File: src/hdl/mcs_pkg.sv
// Purpose: constants, types and state layout for the measure/scan command block
// Assumes: 10 MHz core clock, 32-bit AXI4-Lite register bus with 8-bit byte addresses
// Notes: result slots are indexed by the measurement element code
package mcs_pkg;

  localparam longint CLK_HZ = 64'd10_000_000;
  localparam longint DWELL_NS = 64'd2_500_000;
  // least time, rounded up to whole cycles
  localparam longint DWELL_CYC_DEF = (DWELL_NS * CLK_HZ + 64'd999_999_999) / 64'd1_000_000_000;

  // register byte addresses
  localparam logic [7:0] ADDR_CMD = 8'h00;
  localparam logic [7:0] ADDR_OWN_ADDR = 8'h04;
  localparam logic [7:0] ADDR_FAULT_SETUP = 8'h08;
  localparam logic [7:0] ADDR_THRESH = 8'h0c;
  localparam logic [7:0] ADDR_INTERVAL = 8'h10;
  localparam logic [7:0] ADDR_STATUS = 8'h14;
  localparam logic [7:0] IDX_SCAN_COUNT = 8'h16;
  localparam logic [7:0] ADDR_SCAN_COUNT = {IDX_SCAN_COUNT[5:0], 2'b00};
  localparam logic [7:0] ADDR_RESULT_BASE = 8'h80;

  // command register fields
  localparam int CMD_OP_LSB = 0;
  localparam int CMD_SFX_LSB = 8;
  localparam int CMD_ADDR_LSB = 16;
  localparam logic [3:0] STACK_ADDR_ALL = 4'hf;

  // status register fields
  localparam int STS_BUSY = 0;
  localparam int STS_SCAN = 1;
  localparam int STS_BIAS = 2;
  localparam int STS_FAULT_LSB = 4;

  // reset values
  localparam logic [3:0] SCAN_CNT_RST = 4'h0;
  localparam logic [3:0] TCE_RST = 4'h0;

  // measurement element codes
  localparam logic [5:0] SFX_VBAT = 6'h00;
  localparam logic [5:0] SFX_CELL12 = 6'h0c;
  localparam logic [5:0] SFX_INT_TEMP = 6'h10;
  localparam logic [5:0] SFX_EXT1 = 6'h11;
  localparam logic [5:0] SFX_EXT4 = 6'h14;
  localparam logic [5:0] SFX_REF_RAW = 6'h15;
  localparam logic [5:0] SFX_LOOPBACK = 6'h17;
  localparam int NUM_RES = 24;
  localparam logic [2:0] SEQ_LAST = 3'h6;

  localparam logic [1:0] RESP_OKAY = 2'b00;
  localparam logic [1:0] RESP_DECERR = 2'b11;

  typedef enum logic [2:0] {
    OP_NONE = 3'h0,
    OP_MEASURE = 3'h1,
    OP_SCAN_TEMPS = 3'h2,
    OP_SCAN_ALL = 3'h3,
    OP_SCAN_CONT = 3'h4,
    OP_SCAN_INHIBIT = 3'h5
  } mcs_op_t;

  typedef enum logic [1:0] {
    ST_IDLE = 2'b00,
    ST_DWELL = 2'b01,
    ST_CONV = 2'b11,
    ST_WAIT = 2'b10
  } mcs_fsm_t;

  typedef struct packed {
    logic awvalid;
    logic [7:0] awaddr;
    logic wvalid;
    logic [31:0] wdata;
    logic [3:0] wstrb;
    logic bready;
    logic arvalid;
    logic [7:0] araddr;
    logic rready;
  } mcs_axi_req_t;

  typedef struct packed {
    logic awready;
    logic wready;
    logic bvalid;
    logic [1:0] bresp;
    logic arready;
    logic rvalid;
    logic [31:0] rdata;
    logic [1:0] rresp;
  } mcs_axi_rsp_t;

  typedef struct packed {
    logic start;
    logic [5:0] sel;
  } mcs_adc_req_t;

  typedef struct packed {
    logic done;
    logic [13:0] data;
  } mcs_adc_rsp_t;

  typedef struct packed {
    mcs_axi_rsp_t axi;
    logic aw_have;
    logic [7:0] aw_addr;
    logic w_have;
    logic [31:0] w_data;
    logic [3:0] w_strb;
    mcs_fsm_t fsm;
    logic op_meas;
    logic [5:0] cur_code;
    logic [2:0] step;
    logic [31:0] dwell_cnt;
    logic scan_flag;
    logic [31:0] ivl_cnt;
    logic [31:0] interval;
    logic [3:0] own_addr;
    logic [3:0] tce;
    logic [13:0] thresh;
    logic [3:0] fault;
    logic [3:0] scan_cnt;
    logic bias;
    mcs_adc_req_t adc;
    logic [NUM_RES-1:0][13:0] res;
  } mcs_state_t;

endpackage

File: src/hdl/mcs_measure_scan.sv
// Purpose: measure/scan command handling, receipt counter and temperature scan sequencer
// Assumes: converter is same-clock logic answering start with one done pulse plus data
// Notes: commands arrive as writes to the command register; results land in local slots
//
// What this block does
// - scan inhibit clears continuous flag, stops scanning
// - own-address measure bumps counter, starts measurement of a listed code
// - measure carries six-bit element suffix, decoded here
// - code zero pack, one-twelve cells
// - 0x10 internal, 0x11-0x14 external, 0x15 reference
// - convert once, store locally, return to standby
// - four-bit counter readable at index 0x16
// - every addressed scan or measure except scan inhibit bumps counter
// - counter wraps to zero past fifteen
// - busy ignores new measure or single scan, still counts; continuous and inhibit still set or clear the flag
// - each temperature input result stored fourteen bits
// - bias on, settle dwell, then convert inputs
// - bias off after all conversions finish
// - scan also samples internal, reference, loopback
// - enabled compare faults when value below threshold
// - disabled compare gives no fault; enables reset zero
// - scan continuous sets flag, repeats at interval
`timescale 1ns/1ps
`default_nettype none
module mcs_measure_scan
  import mcs_pkg::*;
#(
  parameter int unsigned DWELL_CYCLES = int'(DWELL_CYC_DEF)
) (
  input wire logic clk,                       // 10 MHz core clock
  input wire logic rst_n,                     // asynchronous reset, active low
  input wire mcs_axi_req_t axi_req,           // register bus from master
  output var mcs_axi_rsp_t axi_rsp,           // register bus to master
  output var mcs_adc_req_t adc_req,           // converter start and element select
  input wire mcs_adc_rsp_t adc_rsp,           // converter done pulse and result
  output var logic thermistor_bias_output     // switched thermistor bias enable
);

  // one flop copy of the whole state and its next value
  mcs_state_t s_r;
  mcs_state_t s_nxt;

  // byte-lane merge so a narrow write leaves the other lanes alone
  function automatic logic [31:0] merge(input logic [31:0] old, input logic [31:0] d,
                                        input logic [3:0] strb);
    logic [31:0] m;
    m = old;
    for (int i = 0; i < 4; i++) begin
      if (strb[i]) begin
        m[8*i +: 8] = d[8*i +: 8];
      end
    end
    return m;
  endfunction

  // order of a temperature scan: external inputs first, then the internal channels
  function automatic logic [5:0] seq_code(input logic [2:0] step);
    logic [5:0] c;
    case (step)
      3'h0, 3'h1, 3'h2, 3'h3: c = SFX_EXT1 + {3'h0, step};
      3'h4: c = SFX_INT_TEMP;
      3'h5: c = SFX_REF_RAW;
      default: c = SFX_LOOPBACK;
    endcase
    return c;
  endfunction

  // external inputs are the only ones that need bias or can raise a fault
  function automatic logic is_ext(input logic [5:0] c);
    return (c >= SFX_EXT1) && (c <= SFX_EXT4);
  endfunction

  // element codes with something behind them; the gaps are counted but start nothing
  function automatic logic listed(input logic [5:0] c);
    logic ok;
    ok = (c <= SFX_CELL12);
    ok = ok || ((c >= SFX_INT_TEMP) && (c <= SFX_REF_RAW));
    return ok;
  endfunction

  // one result word per element code, upwards from the result base
  function automatic logic slot_hit(input logic [7:0] a);
    return (a >= ADDR_RESULT_BASE) && (a[6:2] < 5'(NUM_RES));
  endfunction

  function automatic logic [31:0] status_word(input logic busy, input logic scan,
                                              input logic bias, input logic [3:0] fault);
    logic [31:0] w;
    w = 32'h0;
    w[STS_BUSY] = busy;
    w[STS_SCAN] = scan;
    w[STS_BIAS] = bias;
    w[STS_FAULT_LSB +: 4] = fault;
    return w;
  endfunction

  // a disabled compare never faults, whatever the value
  function automatic logic temp_fault(input logic [13:0] v, input logic [13:0] lim,
                                      input logic en);
    return en && (v < lim);
  endfunction

  // locals get a value at the top so no path leaves a latch
  always_comb begin
    logic [31:0] rd;
    logic [1:0] rresp;
    logic [31:0] wv;
    logic [4:0] ridx;
    logic [1:0] eidx;
    logic hit_own;
    logic hit_all;
    logic start_req;
    logic start_meas;
    logic [5:0] start_code;
    logic idle;
    rd = 32'h0;
    rresp = RESP_OKAY;
    wv = 32'h0;
    ridx = 5'h0;
    eidx = 2'h0;
    hit_own = 1'b0;
    hit_all = 1'b0;
    start_req = 1'b0;
    start_meas = 1'b0;
    start_code = SFX_VBAT;
    idle = (s_r.fsm == ST_IDLE);
    s_nxt = s_r;
    s_nxt.adc.start = 1'b0;

    // write address and data may arrive in either order
    if (s_r.axi.awready && axi_req.awvalid) begin
      s_nxt.aw_have = 1'b1;
      s_nxt.aw_addr = axi_req.awaddr;
    end
    if (s_r.axi.wready && axi_req.wvalid) begin
      s_nxt.w_have = 1'b1;
      s_nxt.w_data = axi_req.wdata;
      s_nxt.w_strb = axi_req.wstrb;
    end
    if (s_r.axi.bvalid && axi_req.bready) begin
      s_nxt.axi.bvalid = 1'b0;
    end

    // a write executes once both halves are in and the last response was taken
    if (s_r.aw_have && s_r.w_have && !s_r.axi.bvalid) begin
      s_nxt.aw_have = 1'b0;
      s_nxt.w_have = 1'b0;
      s_nxt.axi.bvalid = 1'b1;
      s_nxt.axi.bresp = RESP_OKAY;
      case (s_r.aw_addr)
        ADDR_CMD: begin
          wv = merge(32'h0, s_r.w_data, s_r.w_strb);
          hit_own = (wv[CMD_ADDR_LSB +: 4] == s_r.own_addr);
          hit_all = (wv[CMD_ADDR_LSB +: 4] == STACK_ADDR_ALL);
          start_code = wv[CMD_SFX_LSB +: 6];
          // the counter moves on every matching scan or measure except scan inhibit, busy or not,
          // so the host can confirm delivery by reading it before and after
          case (wv[CMD_OP_LSB +: 3])
            OP_MEASURE: begin
              if (hit_own) begin
                s_nxt.scan_cnt = s_r.scan_cnt + 4'h1;
                start_req = listed(start_code);
                start_meas = 1'b1;
              end
            end
            OP_SCAN_TEMPS, OP_SCAN_ALL: begin
              if (hit_own || hit_all) begin
                s_nxt.scan_cnt = s_r.scan_cnt + 4'h1;
                start_req = 1'b1;
              end
            end
            OP_SCAN_CONT: begin
              if (hit_own || hit_all) begin
                s_nxt.scan_cnt = s_r.scan_cnt + 4'h1;
                s_nxt.scan_flag = 1'b1;
                s_nxt.ivl_cnt = 32'h0;
              end
            end
            OP_SCAN_INHIBIT: begin
              if (hit_own || hit_all) begin
                // only the flag clears; a scan under way runs to its end
                s_nxt.scan_flag = 1'b0;
              end
            end
            default: begin
            end
          endcase
        end
        // stack address of this device; a measure answers only to it
        ADDR_OWN_ADDR: begin
          wv = merge({28'h0, s_r.own_addr}, s_r.w_data, s_r.w_strb);
          s_nxt.own_addr = wv[3:0];
        end
        ADDR_FAULT_SETUP: begin
          wv = merge({28'h0, s_r.tce}, s_r.w_data, s_r.w_strb);
          s_nxt.tce = wv[3:0];
        end
        ADDR_THRESH: begin
          wv = merge({18'h0, s_r.thresh}, s_r.w_data, s_r.w_strb);
          s_nxt.thresh = wv[13:0];
        end
        // interval counts clock cycles; zero gives back-to-back scans
        ADDR_INTERVAL: begin
          s_nxt.interval = merge(s_r.interval, s_r.w_data, s_r.w_strb);
        end
        ADDR_STATUS: begin
          // fault bits clear on writing one; a fault raised this cycle is set again below
          wv = merge(32'h0, s_r.w_data, s_r.w_strb);
          s_nxt.fault = s_r.fault & ~wv[STS_FAULT_LSB +: 4];
        end
        ADDR_SCAN_COUNT: begin
          // read-only counter: the write is answered and changes nothing
        end
        default: begin
          // result slots ignore writes; anything past the last slot is not decoded
          if (!slot_hit(s_r.aw_addr)) begin
            s_nxt.axi.bresp = RESP_DECERR;
          end
        end
      endcase
    end

    // a half already held blocks its channel until the write executes
    s_nxt.axi.awready = !s_nxt.aw_have;
    s_nxt.axi.wready = !s_nxt.w_have;

    // read channel: one read at a time, data one cycle after the address
    if (s_r.axi.rvalid && axi_req.rready) begin
      s_nxt.axi.rvalid = 1'b0;
    end
    if (s_r.axi.arready && axi_req.arvalid) begin
      ridx = axi_req.araddr[6:2];
      case (axi_req.araddr)
        ADDR_CMD: rd = 32'h0;
        ADDR_OWN_ADDR: rd = {28'h0, s_r.own_addr};
        ADDR_FAULT_SETUP: rd = {28'h0, s_r.tce};
        ADDR_THRESH: rd = {18'h0, s_r.thresh};
        ADDR_INTERVAL: rd = s_r.interval;
        ADDR_STATUS: rd = status_word(!idle, s_r.scan_flag, s_r.bias, s_r.fault);
        ADDR_SCAN_COUNT: rd = {28'h0, s_r.scan_cnt};
        default: begin
          // unmapped reads return zero with an error response
          if (slot_hit(axi_req.araddr)) begin
            rd = {18'h0, s_r.res[ridx]};
          end else begin
            rresp = RESP_DECERR;
          end
        end
      endcase
      s_nxt.axi.rvalid = 1'b1;
      s_nxt.axi.rdata = rd;
      s_nxt.axi.rresp = rresp;
    end
    s_nxt.axi.arready = !s_nxt.axi.rvalid;

    // continuous interval count; a due scan waits for the current operation to end
    if (s_r.scan_flag && (s_r.ivl_cnt != 32'h0)) begin
      s_nxt.ivl_cnt = s_r.ivl_cnt - 32'h1;
    end

    // operation sequencer: one conversion in flight at a time
    case (s_r.fsm)
      ST_IDLE: begin
        // a command start wins over a due continuous scan in the same cycle
        if (start_req) begin
          s_nxt.op_meas = start_meas;
          s_nxt.step = 3'h0;
          s_nxt.cur_code = start_meas ? start_code : seq_code(3'h0);
          // internal channels need no bias, so only external work waits the dwell
          if (!start_meas || is_ext(start_code)) begin
            s_nxt.bias = 1'b1;
            s_nxt.dwell_cnt = 32'(DWELL_CYCLES);
            s_nxt.fsm = ST_DWELL;
          end else begin
            s_nxt.fsm = ST_CONV;
          end
        end else if (s_r.scan_flag && (s_r.ivl_cnt == 32'h0)) begin
          s_nxt.ivl_cnt = s_r.interval;
          s_nxt.op_meas = 1'b0;
          s_nxt.step = 3'h0;
          s_nxt.cur_code = seq_code(3'h0);
          s_nxt.bias = 1'b1;
          s_nxt.dwell_cnt = 32'(DWELL_CYCLES);
          s_nxt.fsm = ST_DWELL;
        end
      end
      ST_DWELL: begin
        // settling time for the external networks before the first conversion
        if (s_r.dwell_cnt <= 32'h1) begin
          s_nxt.fsm = ST_CONV;
        end else begin
          s_nxt.dwell_cnt = s_r.dwell_cnt - 32'h1;
        end
      end
      ST_CONV: begin
        // start is one cycle wide; the select holds until the next start
        s_nxt.adc.start = 1'b1;
        s_nxt.adc.sel = s_r.cur_code;
        s_nxt.fsm = ST_WAIT;
      end
      ST_WAIT: begin
        // no timeout: a converter that never answers keeps the block busy until reset
        if (adc_rsp.done) begin
          s_nxt.res[s_r.cur_code[4:0]] = adc_rsp.data;
          eidx = 2'(s_r.cur_code - SFX_EXT1);
          if (is_ext(s_r.cur_code) && temp_fault(adc_rsp.data, s_r.thresh, s_r.tce[eidx])) begin
            s_nxt.fault[eidx] = 1'b1;
          end
          if (s_r.op_meas || (s_r.step == SEQ_LAST)) begin
            s_nxt.bias = 1'b0;
            s_nxt.fsm = ST_IDLE;
          end else begin
            s_nxt.step = s_r.step + 3'h1;
            s_nxt.cur_code = seq_code(s_r.step + 3'h1);
            s_nxt.fsm = ST_CONV;
          end
        end
      end
      default: begin
        // unused encodings fall back to standby with the bias off
        s_nxt.bias = 1'b0;
        s_nxt.fsm = ST_IDLE;
      end
    endcase
  end

  always_ff @(posedge clk or negedge rst_n) begin
    if (!rst_n) begin
      s_r <= '0;
    end else begin
      s_r <= s_nxt;
    end
  end

  // every output is a flop of the state
  assign axi_rsp = s_r.axi;
  assign adc_req = s_r.adc;
  assign thermistor_bias_output = s_r.bias;

endmodule
`default_nettype wire

File: config.mk
export PLATFORM = sky130hd
export DESIGN_NAME = mcs_measure_scan
export DESIGN_NICKNAME = d
export VERILOG_FILES = /design/src/hdl/mcs_pkg.sv /design/src/hdl/mcs_measure_scan.sv
export SDC_FILE = /design/constraint.sdc
export NUM_CORES = 1
export LEC_CHECK = 0
export BUFFER_PORTS_ARGS = -buffer_cell sky130_fd_sc_hd__buf_2
export CORE_MARGIN = 3
export CORE_UTILIZATION = 30
export DETAILED_ROUTE_END_ITERATION = 7
export GPL_TIMING_DRIVEN = 0
export PLACE_DENSITY_LB_ADDON = 0.2
export SLEW_MARGIN = 10
export SYNTH_ARGS = -nofsm -noshare
export SYNTH_HDL_FRONTEND = slang
export SYNTH_SLANG_ARGS = --single-unit
File: constraint.sdc
create_clock -name clk -period 5.44 [get_ports clk]
set_clock_uncertainty 0.15 [all_clocks]
set_input_delay 0.544 -clock clk [delete_from_list [all_inputs] [get_ports clk]]
set_output_delay 0.544 -clock clk [all_outputs]
set_load 0.1 [all_outputs]
==> metrics.yaml <==
grt_max_degree: 112
arrival_ns: 4.78
startpoint_type: "input pin"
io_pins: 123
die_w_um: 305
critPathRequiredTime_ns: 5.72
p_comb_share_pct: 21.5
wl_met2_um: 37000
routedWlPerCell_um: 22.2
fmax_mhz: 222
drc_errors: 0
drtPass1Iterations: 5
gr-usage-all-layers_pct: 16.6
postCtsSetupBuffers: 0
nets: 2386
p_switching_mw: 3.93
slew_headroom_pct: 21.5
drive_gt1_share_pct: 35.9
die_h_um: 305
power.internal_mw: 8.96
synth_flop_cell: "dfrtp_1"
min_period_ns: 4.50
seq_power_share_pct: 42.8
fin_area_sq_um: 31500
crit_type: "input pin to flip-flop"
fp.coreArea_sq_um: 88600
slowest_stage: "clkbuf_1"
synth.ff_latch_count: 568
fill_cells: 8706
grt_pass1_wl_um: 119000
die_area_sq_um: 93200
powerDensity_nw_per_um2: 410
ys_seq_area_share_pct: 52.9
worst_ir_drop_vdd_mv: 0.193
cts_inserted_buffers: 69
grt-ovfl-total: 0
synth_area_sq_um: 26900
clockBufferDepth: 3
drv_slew: 0
clk_pin_slew_ns: 0.06
hold_viol_final: 0
gp_congestion: 0.810
grt_antenna_before_repair: 3
critical_path.max_stage_delay_ns: 0.83
rsz0062_at_grt: "no"
synth_fp_nets: 2177
crit_family: "buffers and inverters"
maxCapViolations: 0
outcome: "completed"
yosysWarnings: 0
final_cell_mix: "dfrtp_1, mux2_2, nand2_1"
grt_pass1_vias: 18955
holdCritPathClass: "input pin to flip-flop"
cts_tree: "built"
met1_length_um: 34600
row_count: 109
cellLeakagePower_nw: 14.6
tightest_slew_ns: 1.18
final_common_cell: "dfrtp_1"
fin_crit_sh_pct: 82.7
synth_top_area_share_pct: 52.9
met3WireLength_um: 3220
syn_avg_cell_area_sq_um: 13.0
vias: 17809
top_layer: "met5"
port_buffers: 118
start_util_pct: 30.3
power_switching_share_pct: 30.5
path_max_fanout: 10
yosysTopAreaCell: "dfrtp_1"
synth_edf_count: 0
p_clk_share_pct: 35.6
hpwl_um: 56900
synth-async-reset-ratio_pct: 100
synth_cell_types: 64
initialDrtViolationCount: 1036
hold_slack_ns: 0.0362
wirelength_um: 77500
antenna_cells: 0
clkLatencyLatePin_ns: 0.60
crit_path_cell_trace: "clkbuf_1, buf_1, buf_1, clkbuf_1, mux4_2, mux2i_1, o22ai_1, a222oi_1, o21ai_0"
vias_per_cell: 5.10
cts.repair.resized: 0
syn2layout_area_growth_pct: 17.1
cts_root_buf: "clkbuf_16"
synth_cells: 2073
postRouteAntennaNets: 0
setup_violations: 0
synth.area.top_cells: "dfrtp_1, mux2_2, mux4_2"
htree_num_levels: 3
cts.sinks: 568
cp-end-kind: "flip-flop"
crit_buf_inv: 4
place_area_sq_um: 29100
-- synthesized netlist by cell type (all sizes together), types with 9 or more instances --
cell,n
o21ai,73
nand2b,15
a222oi,10
nand2,167
mux2i,20
a31oi,10
dfrtp,568
a21o,16
nor3,32
o22ai,20
clkbuf,89
mux2,440
or4,12
ha,30
and3,9
buf,89
o21a,11
nand3b,13
nand3,53
mux4,99
a21oi,41
inv,43
or2,9
nor2,63
o211ai,15
nor4,12
o22a,9
or3,18
-- layout make-up --
type | instances | area, sq um | area share (%)
Buffer | 178 | 875 | 2.78
Clock buffer | 100 | 1980 | 6.28
Clock inverter | 17 | 268 | 0.851
Inverter | 43 | 161 | 0.513
Multi-Input combinational cell | 1284 | 11600 | 36.9
Sequential cell | 568 | 14200 | 45.2
Tap cell | 1165 | 1460 | 4.63
Timing Repair Buffer | 138 | 888 | 2.82
-- through the flow --
stage	utilization, %	cells	setup TNS [ns]	worst slack, ns	total power, mW
after floorplan	-	2073	0	2.40	7.45
after global routing	35.5	3493	0	0.763	13.6
final	35.5	3493	0	0.938	12.9
after global placement	32.6	3356	-4491.67	-8.02	8.27
after CTS	35.5	3493	0	0.943	13.1
after detailed placement	32.8	3361	0	0.321	8.39
-- power groups by stage --
stage	registers, mW	clock network, mW	logic (mW)
6_report	5.52	4.59	2.78
5_1_grt	5.61	4.91	3.04
4_1_cts	5.52	4.74	2.82
3_5_place_dp	5.59	0	2.80
3_3_place_gp	5.56	0	2.71
2_1_floorplan	5.36	0	2.10
-- path summary, 6_finish.rpt --
path	slack, ns	endpoint	depth (start not counted)	from
worst max register to register	1.56	s_r[201]	8	s_r[482]
min in group asynchronous	0.37	s_r[400]	2	rst_n
worst max-delay path	0.94	axi_rsp[7]	9	axi_req[4]
worst min-delay path	0.04	s_r[487]	2	axi_req[15]
max in group asynchronous	2.77	s_r[191]	5	rst_n
worst min register to register	0.31	s_r[351]	2	s_r[351]
-- metal layers --
metal / up-vias / GRT usage (%)
met5: - / 0
met2: 424 / 27.5
li1: 7967 / -
met4: 2 / 6.13
met1: 9270 / 22.3
met3: 146 / 2.45
-- registers in the layout, summed over array words and instances (netlist names) --
name and count:
s_r 521, thermistor_bias_output 1, axi_rsp 39, adc_req 7
-- cells by family (layout without fill, tap and decap cells) --
logic type,count (synthesis),after routing,synth area share (%)
DFF,568,568,52.9
muxes,559,559,27.5
and+or+nand+nor,435,435,7.97
AOI/OAI and AO/OA,251,251,6.12
buffers and inverters,221,476,3.85
adders and majority gates,30,30,1.40
xor gates and xnor gates,9,9,0.293
-- what timing repair did --
action	CTS	global route
setup endpoints to repair	0	0
endpoints found under the hold margin	89	0
hold buffers	15	0
(Power assumes the default switching activity.)
